File: src/hw/dcc_pkg.sv
// Shared constants and types for the four-channel DMA channel control block
package dcc_pkg;

	// Channel count and register decode window
	localparam int N_CH     = 4;
	localparam int DEC_BITS = 12;   // Index bits compared against paddr[13:2]
	localparam int N_IRQ    = 64;   // One request line per six-bit source code

	// Register indices; byte address on APB is four times the index
	localparam logic [31:0] IDX_ADC [N_CH] = '{32'hfffff0d0, 32'hfffff0d2,
		32'hfffff0d4, 32'hfffff0d6};
	localparam logic [31:0] IDX_CHC [N_CH] = '{32'hfffff0e0, 32'hfffff0e2,
		32'hfffff0e4, 32'hfffff0e6};
	localparam logic [31:0] IDX_TRG [N_CH] = '{32'h0ffff810, 32'h0ffff812,
		32'h0ffff814, 32'h0ffff816};
	localparam logic [31:0] IDX_STS  = 32'hfffff0f0;  // Channel state summary
	localparam logic [31:0] IDX_PCLR = 32'hfffff0f2;  // Pending flag bit clear

	// Addressing control field positions
	localparam int ADC_SIZE    = 14;
	localparam int ADC_SRC_HI  = 7;
	localparam int ADC_SRC_LO  = 6;
	localparam int ADC_DST_HI  = 5;
	localparam int ADC_DST_LO  = 4;
	localparam int ADC_MODE_HI = 3;
	localparam int ADC_MODE_LO = 2;

	// Channel control field positions
	localparam int CHC_TC   = 7;
	localparam int CHC_KEEP = 3;
	localparam int CHC_INIT = 2;
	localparam int CHC_STG  = 1;
	localparam int CHC_EN   = 0;

	// Trigger factor field positions
	localparam int TRG_PEND   = 7;
	localparam int TRG_SRC_HI = 5;
	localparam int TRG_SRC_LO = 0;

	// Reset values
	localparam logic [15:0] ADC_RST = 16'h0000;
	localparam logic [7:0]  CHC_RST = 8'h00;
	localparam logic [7:0]  TRG_RST = 8'h00;

	// Completion flag delays, in system clocks
	localparam int          TC_DLY_RAM_CLK = 4;
	localparam int          TC_DLY_PIO_CLK = 1;
	localparam logic [2:0]  TC_DLY_RAM_CYC = 3'(TC_DLY_RAM_CLK * 1);
	localparam logic [2:0]  TC_DLY_PIO_CYC = 3'(TC_DLY_PIO_CLK * 1);

	// Decoded address stepping, transfer mode and channel state
	typedef enum logic [1:0] {STEP_INC, STEP_DEC, STEP_FIX, STEP_BAD} dcc_step_t;
	typedef enum logic [1:0] {MODE_SINGLE, MODE_SSTEP, MODE_BAD, MODE_BLOCK} dcc_mode_t;
	typedef enum logic [1:0] {ST_ABORTED, ST_IN_PROGRESS, ST_ENDED} dcc_ch_state_t;

	// Raw addressing control fields as stored
	typedef struct packed {
		logic       size;
		logic [1:0] src;
		logic [1:0] dst;
		logic [1:0] mode;
	} dcc_adc_t;

	// Decoded configuration handed to the transfer engine
	typedef struct packed {
		logic      halfword;
		dcc_step_t src;
		dcc_step_t dst;
		dcc_mode_t mode;
	} dcc_cfg_t;

	// APB request and response bundles
	typedef struct packed {
		logic        psel;
		logic        penable;
		logic        pwrite;
		logic [31:0] paddr;
		logic [31:0] pwdata;
		logic [3:0]  pstrb;
	} dcc_apb_req_t;

	typedef struct packed {
		logic [31:0] prdata;
		logic        pready;
		logic        pslverr;
	} dcc_apb_rsp_t;

	// Stepping code to direction; the forbidden code is flagged, not obeyed
	function automatic dcc_step_t step_of(input logic [1:0] code);
		case (code)
			2'b00:   return STEP_INC;
			2'b01:   return STEP_DEC;
			2'b10:   return STEP_FIX;
			default: return STEP_BAD;
		endcase
	endfunction

	// Channel state from completion flag and enable
	function automatic dcc_ch_state_t state_of(input logic tc, input logic en);
		if (tc)
			return ST_ENDED;
		else if (en)
			return ST_IN_PROGRESS;
		else
			return ST_ABORTED;
	endfunction

endpackage

File: src/hw/dcc_prio_arb.sv
`timescale 1ns/10ps
`default_nettype none
// Fixed-priority start arbiter, lowest channel index wins
module dcc_prio_arb (
	input  wire logic                     clk,
	input  wire logic                     rst,
	input  wire logic [dcc_pkg::N_CH-1:0] req,
	input  wire logic                     busy,
	output logic      [dcc_pkg::N_CH-1:0] grant
);
	import dcc_pkg::*;

	typedef struct packed {
		logic [N_CH-1:0] grant;   // One-hot start pulse
	} dcc_arb_state_t;

	dcc_arb_state_t s_q;   // Registered state
	dcc_arb_state_t s_d;   // Next state

	// Pick one channel only while the engine is idle and no grant is in flight
	always_comb begin
		s_d = s_q;
		s_d.grant = '0;
		if (!busy && s_q.grant == '0) begin
			for (int i = N_CH - 1; i >= 0; i--) begin
				if (req[i]) begin
					s_d.grant = N_CH'(1) << i;
				end
			end
		end
	end

	// State register
	always_ff @(posedge clk or posedge rst) begin
		if (rst)
			s_q <= '0;
		else
			s_q <= s_d;
	end

	assign grant = s_q.grant;

endmodule
`default_nettype wire

File: src/hw/dcc_channel_ctrl.sv
// What this block does
// - Size bit picks byte or halfword units
// - Source step: increment, decrement, fixed, forbidden
// - Destination step: increment, decrement, fixed, forbidden
// - Mode: single, single-step, block; 10 forbidden
// - Completion flag set at end, cleared by read
// - RAM source delays completion flag four clocks
// - Keep-enabled holds enable; hardware start still accepted
// - Keep-enabled software start needs completion flag read
// - Without keep-enabled, enable clears at end
// - Force-terminate aborts active channel, clears enable
// - Software trigger starts only when enabled, unfinished
// - Terminate and trigger bits read as zero
// - Enable clears before completion flag sets
// - Abort in last cycle with keep completes normally
// - Hardware restart leaves completion flag set
// - Report in progress, aborted or ended state
// - Six-bit source field selects peripheral request
// - Pending flag bit access; source field byte only
// - Requests during standby wait until it ends
// - Pending flag shows request; a grant or software clears it
// - Fixed priority, channel 0 highest
`timescale 1ns/10ps
`default_nettype none
module dcc_channel_ctrl (
	input  wire logic                          clk,
	input  wire logic                          rst,
	input  wire dcc_pkg::dcc_apb_req_t         apb_req,
	output dcc_pkg::dcc_apb_rsp_t              apb_rsp,
	input  wire logic [dcc_pkg::N_IRQ-1:0]     irq_req,
	input  wire logic                          standby,
	input  wire logic                          eng_busy,
	input  wire logic [dcc_pkg::N_CH-1:0]      eng_done,
	input  wire logic [dcc_pkg::N_CH-1:0]      eng_last_cycle,
	input  wire logic [dcc_pkg::N_CH-1:0]      eng_src_ram,
	output logic      [dcc_pkg::N_CH-1:0]      xfer_start,
	output logic      [dcc_pkg::N_CH-1:0]      xfer_abort,
	output dcc_pkg::dcc_cfg_t [dcc_pkg::N_CH-1:0]      ch_cfg,
	output dcc_pkg::dcc_ch_state_t [dcc_pkg::N_CH-1:0] ch_state
);
	import dcc_pkg::*;

	// Per-channel control and status
	typedef struct packed {
		logic       en;       // Transfer enable
		logic       keep;     // Keep enable across terminal count
		logic       tc;       // Completion flag
		logic       pend;     // Peripheral request pending
		logic       sw_req;   // Accepted software start awaiting grant
		logic       active;   // Granted and not yet finished
		logic       tc_wait;  // Completion flag countdown running
		logic [2:0] tc_cnt;   // Clocks left before the flag sets
		logic [5:0] trig;     // Peripheral request source code
		dcc_adc_t   adc;      // Addressing control fields
	} dcc_ch_t;

	// Whole module state
	typedef struct packed {
		dcc_ch_t [N_CH-1:0] ch;
		logic [N_CH-1:0]    abort;   // One-cycle abort pulse to engine
		logic [31:0]        rdata;   // Read data captured in setup phase
	} dcc_state_t;

	dcc_state_t      s_q;       // Registered state
	dcc_state_t      s_d;       // Next state
	logic [N_CH-1:0] arb_req;   // Start requests to the arbiter
	logic [N_CH-1:0] grant;     // One-hot start pulse from the arbiter
	logic            setup;     // APB setup phase
	logic            wr;        // APB write access phase
	logic            rd;        // APB read access phase
	logic            mapped;    // Address hits a register

	// Word address hits a register index inside the decode window
	function automatic logic hit(input logic [31:0] addr, input logic [31:0] idx);
		return (addr[1:0] == 2'b00) && (addr[DEC_BITS+1:2] == idx[DEC_BITS-1:0]);
	endfunction

	// Channel control byte as software sees it
	function automatic logic [7:0] chc_view(input dcc_ch_t c);
		logic [7:0] v;
		v = CHC_RST;
		v[CHC_TC] = c.tc;
		v[CHC_KEEP] = c.keep;
		v[CHC_EN] = c.en;
		// Strobe bits are never stored, so they read as zero
		v[CHC_INIT] = 1'b0;
		v[CHC_STG] = 1'b0;
		return v;
	endfunction

	// Addressing control halfword as software sees it
	function automatic logic [15:0] adc_view(input dcc_adc_t a);
		logic [15:0] v;
		v = ADC_RST;
		v[ADC_SIZE] = a.size;
		v[ADC_SRC_HI:ADC_SRC_LO] = a.src;
		v[ADC_DST_HI:ADC_DST_LO] = a.dst;
		v[ADC_MODE_HI:ADC_MODE_LO] = a.mode;
		return v;
	endfunction

	assign setup = apb_req.psel && !apb_req.penable;
	assign wr = apb_req.psel && apb_req.penable && apb_req.pwrite;
	assign rd = apb_req.psel && apb_req.penable && !apb_req.pwrite;

	// Address decode for the error answer; read capture decodes each index itself
	always_comb begin
		mapped = hit(apb_req.paddr, IDX_STS) || hit(apb_req.paddr, IDX_PCLR);
		for (int i = 0; i < N_CH; i++) begin
			if (hit(apb_req.paddr, IDX_ADC[i]) || hit(apb_req.paddr, IDX_CHC[i])
				|| hit(apb_req.paddr, IDX_TRG[i])) begin
				mapped = 1'b1;
			end
		end
	end

	// Start requests; standby holds them back but the pending flag stays
	always_comb begin
		for (int i = 0; i < N_CH; i++) begin
			arb_req[i] = !standby && !s_q.ch[i].active && s_q.ch[i].en
				&& ((s_q.ch[i].sw_req && !s_q.ch[i].tc)
				|| (s_q.ch[i].pend && (!s_q.ch[i].tc || s_q.ch[i].keep)));
		end
	end

	// Next-state logic: flag clears first, then sets, so a completion or pending flag set in the same cycle wins
	always_comb begin
		s_d = s_q;
		s_d.abort = '0;

		// Read data is captured in setup so prdata comes from a flop
		if (setup && !apb_req.pwrite) begin
			s_d.rdata = '0;
			for (int i = 0; i < N_CH; i++) begin
				if (hit(apb_req.paddr, IDX_ADC[i]))
					s_d.rdata = {16'h0000, adc_view(s_q.ch[i].adc)};
				if (hit(apb_req.paddr, IDX_CHC[i]))
					s_d.rdata = {24'h000000, chc_view(s_q.ch[i])};
				if (hit(apb_req.paddr, IDX_TRG[i]))
					s_d.rdata = {24'h000000, s_q.ch[i].pend, 1'b0, s_q.ch[i].trig};
				if (hit(apb_req.paddr, IDX_STS))
					s_d.rdata[2*i +: 2] = state_of(s_q.ch[i].tc, s_q.ch[i].en);
			end
		end

		for (int i = 0; i < N_CH; i++) begin
			// Reading the channel control register clears the completion flag
			if (rd && hit(apb_req.paddr, IDX_CHC[i])) begin
				s_d.ch[i].tc = 1'b0;
			end

			// Completion flag countdown; a set here beats the read clear above
			if (s_q.ch[i].tc_wait) begin
				if (s_q.ch[i].tc_cnt <= 3'd1) begin
					s_d.ch[i].tc = 1'b1;
					s_d.ch[i].tc_wait = 1'b0;
				end else begin
					s_d.ch[i].tc_cnt = s_q.ch[i].tc_cnt - 3'd1;
				end
			end

			// Addressing control: whole halfword only, and not while running
			if (wr && hit(apb_req.paddr, IDX_ADC[i]) && apb_req.pstrb[1:0] == 2'b11
				&& !s_q.ch[i].active) begin
				// Unused bits are dropped; software is expected to write them zero
				s_d.ch[i].adc.size = apb_req.pwdata[ADC_SIZE];
				s_d.ch[i].adc.src = apb_req.pwdata[ADC_SRC_HI:ADC_SRC_LO];
				s_d.ch[i].adc.dst = apb_req.pwdata[ADC_DST_HI:ADC_DST_LO];
				s_d.ch[i].adc.mode = apb_req.pwdata[ADC_MODE_HI:ADC_MODE_LO];
			end

			// Channel control write
			if (wr && hit(apb_req.paddr, IDX_CHC[i]) && apb_req.pstrb[0]) begin
				s_d.ch[i].keep = apb_req.pwdata[CHC_KEEP];
				s_d.ch[i].en = apb_req.pwdata[CHC_EN];
				if (apb_req.pwdata[CHC_STG] && s_q.ch[i].en && !s_q.ch[i].tc) begin
					s_d.ch[i].sw_req = 1'b1;
				end
				if (apb_req.pwdata[CHC_INIT]) begin
					// Abort always drops enable, whatever keep-enabled says
					s_d.ch[i].en = 1'b0;
					s_d.ch[i].sw_req = 1'b0;
					if (s_q.ch[i].active) begin
						s_d.ch[i].active = 1'b0;
						s_d.abort[i] = 1'b1;
						// Caught on its last unit with keep-enabled it counts as a normal end
						if (eng_last_cycle[i] && s_q.ch[i].keep) begin
							s_d.ch[i].tc_wait = 1'b1;
							s_d.ch[i].tc_cnt = eng_src_ram[i] ? TC_DLY_RAM_CYC
								: TC_DLY_PIO_CYC;
						end
					end
				end
			end

			// Trigger factor write: source field needs the full byte lane
			if (wr && hit(apb_req.paddr, IDX_TRG[i]) && apb_req.pstrb[0]) begin
				s_d.ch[i].trig = apb_req.pwdata[TRG_SRC_HI:TRG_SRC_LO];
				if (!apb_req.pwdata[TRG_PEND]) begin
					s_d.ch[i].pend = 1'b0;
				end
			end

			// Bit-wise pending clear touches the flag and nothing else
			if (wr && hit(apb_req.paddr, IDX_PCLR) && apb_req.pstrb[0]
				&& apb_req.pwdata[i]) begin
				s_d.ch[i].pend = 1'b0;
			end

			// Grant consumes the software start first, else the pending request
			if (grant[i]) begin
				s_d.ch[i].active = 1'b1;
				if (s_q.ch[i].sw_req)
					s_d.ch[i].sw_req = 1'b0;
				else
					s_d.ch[i].pend = 1'b0;
			end

			// Selected peripheral request sets pending, even in standby
			if (s_q.ch[i].trig != 6'h00 && irq_req[s_q.ch[i].trig]) begin
				s_d.ch[i].pend = 1'b1;
			end

			// Terminal count: enable drops now unless keep-enabled, the flag follows later
			if (eng_done[i] && s_q.ch[i].active) begin
				s_d.ch[i].active = 1'b0;
				if (!s_q.ch[i].keep) begin
					s_d.ch[i].en = 1'b0;
				end
				s_d.ch[i].tc_wait = 1'b1;
				s_d.ch[i].tc_cnt = eng_src_ram[i] ? TC_DLY_RAM_CYC
					: TC_DLY_PIO_CYC;
			end
		end
	end

	// State register
	always_ff @(posedge clk or posedge rst) begin
		if (rst) begin
			s_q <= '0;
		end else begin
			s_q <= s_d;
		end
	end

	// Start arbitration
	dcc_prio_arb u_arb (
		.clk   (clk),
		.rst   (rst),
		.req   (arb_req),
		.busy  (eng_busy),
		.grant (grant)
	);

	// APB answer: zero wait states, error on unmapped access
	always_comb begin
		apb_rsp.prdata = s_q.rdata;
		apb_rsp.pready = 1'b1;
		apb_rsp.pslverr = apb_req.psel && apb_req.penable && !mapped;
	end

	// Engine-facing outputs
	always_comb begin
		for (int i = 0; i < N_CH; i++) begin
			ch_cfg[i].halfword = s_q.ch[i].adc.size;
			ch_cfg[i].src = step_of(s_q.ch[i].adc.src);
			ch_cfg[i].dst = step_of(s_q.ch[i].adc.dst);
			ch_cfg[i].mode = dcc_mode_t'(s_q.ch[i].adc.mode);
			ch_state[i] = state_of(s_q.ch[i].tc, s_q.ch[i].en);
		end
	end

	assign xfer_start = grant;
	assign xfer_abort = s_q.abort;

endmodule
`default_nettype wire

File: config.mk
export PLATFORM = sky130hd
export DESIGN_NAME = dcc_channel_ctrl
export DESIGN_NICKNAME = d
export VERILOG_FILES = /design/src/hw/dcc_pkg.sv /design/src/hw/dcc_prio_arb.sv /design/src/hw/dcc_channel_ctrl.sv
export SDC_FILE = /design/constraint.sdc
export NUM_CORES = 1
export LEC_CHECK = 0
export ABC_AREA = 1
export BUFFER_PORTS_ARGS = -buffer_cell sky130_fd_sc_hd__buf_2
export CAP_MARGIN = 10
export CORE_MARGIN = 1
export CORE_UTILIZATION = 50
export CTS_BUF_LIST = sky130_fd_sc_hd__clkbuf_8
export CTS_CLUSTER_SIZE = 14
export DETAILED_ROUTE_END_ITERATION = 10
export PLACE_DENSITY = 0.76
export SETUP_SLACK_MARGIN = 0.1
export SYNTH_ARGS = -nofsm -noshare
export SYNTH_HDL_FRONTEND = slang
export SYNTH_SLANG_ARGS = --single-unit
export TNS_END_PERCENT = 30
File: constraint.sdc
create_clock -name clk -period 7.3 [get_ports clk]
set_input_delay 0.73 -clock clk [delete_from_list [all_inputs] [get_ports clk]]
set_output_delay 0.73 -clock clk [all_outputs]
set_load 0.01 [all_outputs]
==> metrics.yaml <==
outcome:
  status: "completed"
routing:
  vias: 9288
  routedWlPerCell_um: 18.2
  wirelength_um: 29100
  post-route-drc-count: 0
  ant_nets: 0
  via_per_inst: 5.80
  drtPass1Iterations: 6
  drt_iter0_drc: 971
timing:
  skew_ns: 0.0158
  grt_setup_unrepaired: "no"
  fmaxAchievable_mhz: 291
  fin_crit_ns: 3.44
  fin_crit_sh_pct: 47.1
  slew_headroom_pct: 25.7
  worst_pin_slew_ns: 1.11
  final.setup.tns_ns: 0
  hold_viol_final: 0
  drv_slew: 0
  setup_viol: 0
final_layout:
  synthToLayoutAreaGrowth_pct: 8.79
  antennaDiodeCount: 0
  drive_gt1_share_pct: 16.9
  utilization_pct: 56.0
  final_nets: 1535
logic_synthesis:
  yosysWarnings: 0
  synth_edf_count: 0
  synth.area.mux_share_pct: 0
  synth-async-reset-ratio_pct: 100
  synthTopCellsByArea: "dfrtp_1, o21ai_0, nand2_1"
  synthCells: 1303
  synth_compound_area_share_pct: 26.5
  synth_xor_xnor_area_share_pct: 0.713
  syn_avg_cell_area_sq_um: 6.60
  syn_area_sq_um: 8600
  synthSimpleGateAreaFrac_pct: 24.5
  synthFlopType: "dfrtp_1"
  synth_top_family_by_area: "compound AO/OA/AOI/OAI gates"
  ys_types: 49
  synth-seq-cells: 109
  synth_fa_ha_area_share_pct: 1.02
  netlist.area_leader.share_pct: 31.7
  yosysSeqAreaShare_pct: 31.7
  synth_top_area_cell: "dfrtp_1"
floorplan:
  start_util_pct: 51.5
  die_w_um: 133
  core_area_sq_um: 16700
  dieArea_sq_um: 17700
  die_height_um: 133
  rows: 47
  io-pin-count: 229
global_route:
  grt_pass1_vias: 8373
  overflow: 0
  grt_pass1_wl_um: 45400
  grt_max_degree: 65
  track_usage_pct: 33.2
  antenna_found_initial: 0
pwr:
  netSwitchingFraction_pct: 31.4
  leakage_nw: 4.50
  pwr-share-seq_pct: 50.6
  clkPwrFrac_pct: 31.4
  irDropWorstVdd_v: 0.000127
  p_per_area_nw_per_um2: 137
  switchingPower_mw: 0.401
  p_int_mw: 0.878
  combinationalPowerShare_pct: 17.9
placement:
  place_congestion: 0.998
  portBuffers: 161
  dp_hpwl_um: 21600
setup_path:
  reg2reg_depth: 8
  required_ns: 6.57
  cp_top_family: "simple AND/OR/NAND/NOR gates"
  r2r_slack_ns: 4.88
  rr_startpoint: "s_q[113]$_DFFE_PP0P_"
  crit_type: "input port to primary output"
  cp_cell_sequence: "buf_2 -> nand2_1 -> inv_1 -> nand2_1 -> nor2_4 -> nand2_1 -> nor2_2 -> nor3_1 -> o2111ai_1 -> nor4_1 -> buf_2"
  start_kind: "input port"
  cp_data_arrival_time_ns: 2.71
  slowest_delay_ns: 0.44
  regToRegEndpoint: "s_q[124]$_DFF_PP0_"
  slowest_stage: "nor3_1"
  cpMostUsedCell: "nand2_1"
  critical_path.max_fanout: 7
  critical_path_buf_inv_count: 3
  end_kind: "primary output"
  cp.depth: 11
clocking:
  path_clk_slew_ns: 0.11
  clockBufferDepth: 2
  cts_root_buffer: "clkbuf_8"
  cts_tree: "done"
  clk_latency_ns: 0.41
  cts_sinks: 109
  cts.repair.resized: 0
  htreeDepth: 3
  cts_made_buffers: 9
  ctsHoldBuffers: 0
  cts_setup_buffers: 0
min_path:
  hold_class: "input port to async pin"
run:
  drv_cap: 0
==> power by group through the flow <==
| stage | clock network [mW] | logic, mW | registers, mW |
|---|---|---|---|
| after CTS | 0.406 | 0.228 | 0.648 |
| after global routing | 0.432 | 0.257 | 0.651 |
| after floorplan | 0 | 0.157 | 0.654 |
| after global placement | 0 | 0.220 | 0.659 |
| final | 0.402 | 0.229 | 0.648 |
| after detailed placement | 0 | 0.226 | 0.660 |
==> registers in the layout, indices dropped and copies added (netlist names) <==
| name | count |
|---|---|
| s_q | 80 |
| ch_cfg | 12 |
| apb_rsp | 9 |
| u_arb.grant | 4 |
| xfer_abort | 4 |
==> layer usage <==
layer,global-route usage [%],vias up,share of wire [%]
met4,12.4,0,2.9
met3,7.12,59,10
li1,-,4429,-
met1,46.0,4329,42
met2,50.8,471,45
met5,0,-,0
==> logic make-up after synthesis <==
group | after synthesis
AO/OA/AOI/OAI | 415
adder cells (fa/ha/maj) | 7
other | 2
buffers and inverters | 296
flip-flops | 109
AND/OR/NAND/NOR | 467
XOR/XNOR | 7
==> cells in the final DEF, fill, tap and decap left out, types with 7 or more instances in the layout <==
cell type,count
a21oi_1,120
inv_1,156
nor2_1,85
o221ai_1,8
nand2_1,226
o21ai_0,213
clkbuf_8,9
nand3_1,81
dfrtp_1,109
buf_2,161
nor2_2,11
o211ai_1,40
buf_4,7
nor3_1,11
o22ai_1,7
conb_1,24
nor2_4,7
or2_2,10
ha_1,7
nand4_1,18
==> synth_stat cells, types with 2 or more instances <==
| master | instances |
|---|---|
| buf_2 | 5 |
| o21ai_1 | 6 |
| nor2_4 | 7 |
| or2_2 | 10 |
| nor3_2 | 2 |
| a31oi_1 | 5 |
| xor2_1 | 6 |
| inv_2 | 6 |
| nor4_1 | 3 |
| o22ai_1 | 7 |
| nand4_1 | 18 |
| buf_4 | 53 |
| o2111ai_1 | 3 |
| clkinv_1 | 3 |
| inv_1 | 157 |
| o31ai_1 | 2 |
| o21bai_1 | 2 |
| inv_4 | 2 |
| conb_1 | 2 |
| dfrtp_1 | 109 |
| nand3b_1 | 2 |
| a32o_1 | 2 |
| nor3_1 | 11 |
| o21ai_0 | 213 |
| nand2_1 | 226 |
| nor2_1 | 85 |
| a21oi_1 | 120 |
| nand2_2 | 4 |
| ha_1 | 7 |
| o211ai_1 | 40 |
| nand2_4 | 2 |
| nand3_1 | 81 |
| clkbuf_1 | 69 |
| nor2_2 | 11 |
| o221ai_1 | 8 |
==> layout make-up <==
class	count	area [sq um]
fill	1662	7350
sequential	109	2730
timing repair buffer	168	858
inverter	169	647
tap	220	275
clock inverter	7	95.1
clock buffer	9	124
multi-input combinational	920	4630
==> through the flow <==
stage | hold slack, ns | power (mW) | cell area [sq um] | instances | setup WS [ns]
after global placement | 0.468 | 0.878 | 9130 | 1586 | 4.03
final | 0.373 | 1.28 | 9350 | 1602 | 3.86
after floorplan | 0.448 | 0.811 | 8680 | 1325 | 3.70
after global routing | 0.407 | 1.34 | 9350 | 1602 | 3.78
after detailed placement | 0.469 | 0.885 | 9130 | 1586 | 4.01
after CTS | 0.381 | 1.28 | 9350 | 1602 | 3.99
==> worst max-delay path by stage <==
stage | start | endpoint | slack (ns)
after global placement | apb_req[45] | apb_rsp[0] | 4.03
after CTS | apb_req[45] | apb_rsp[0] | 3.99
after detailed placement | apb_req[45] | apb_rsp[0] | 4.01
final | apb_req[45] | apb_rsp[0] | 3.86
after global routing | apb_req[45] | apb_rsp[0] | 3.78
after floorplan | rst | apb_rsp[16]$_DFFE_PP0P_ | 3.70
==> worst register-to-register path: stages (launching register included) <==
cell	delay [ns]
dfrtp_1	1.07
inv_1	0.37
a21oi_1	0.19
o21ai_0	0.10
nand2_1	0.18
nand2_1	0.09
nand4_1	0.09
nand3_1	0.09
o21ai_0	0.18
Power figures use the tool's default switching activity.
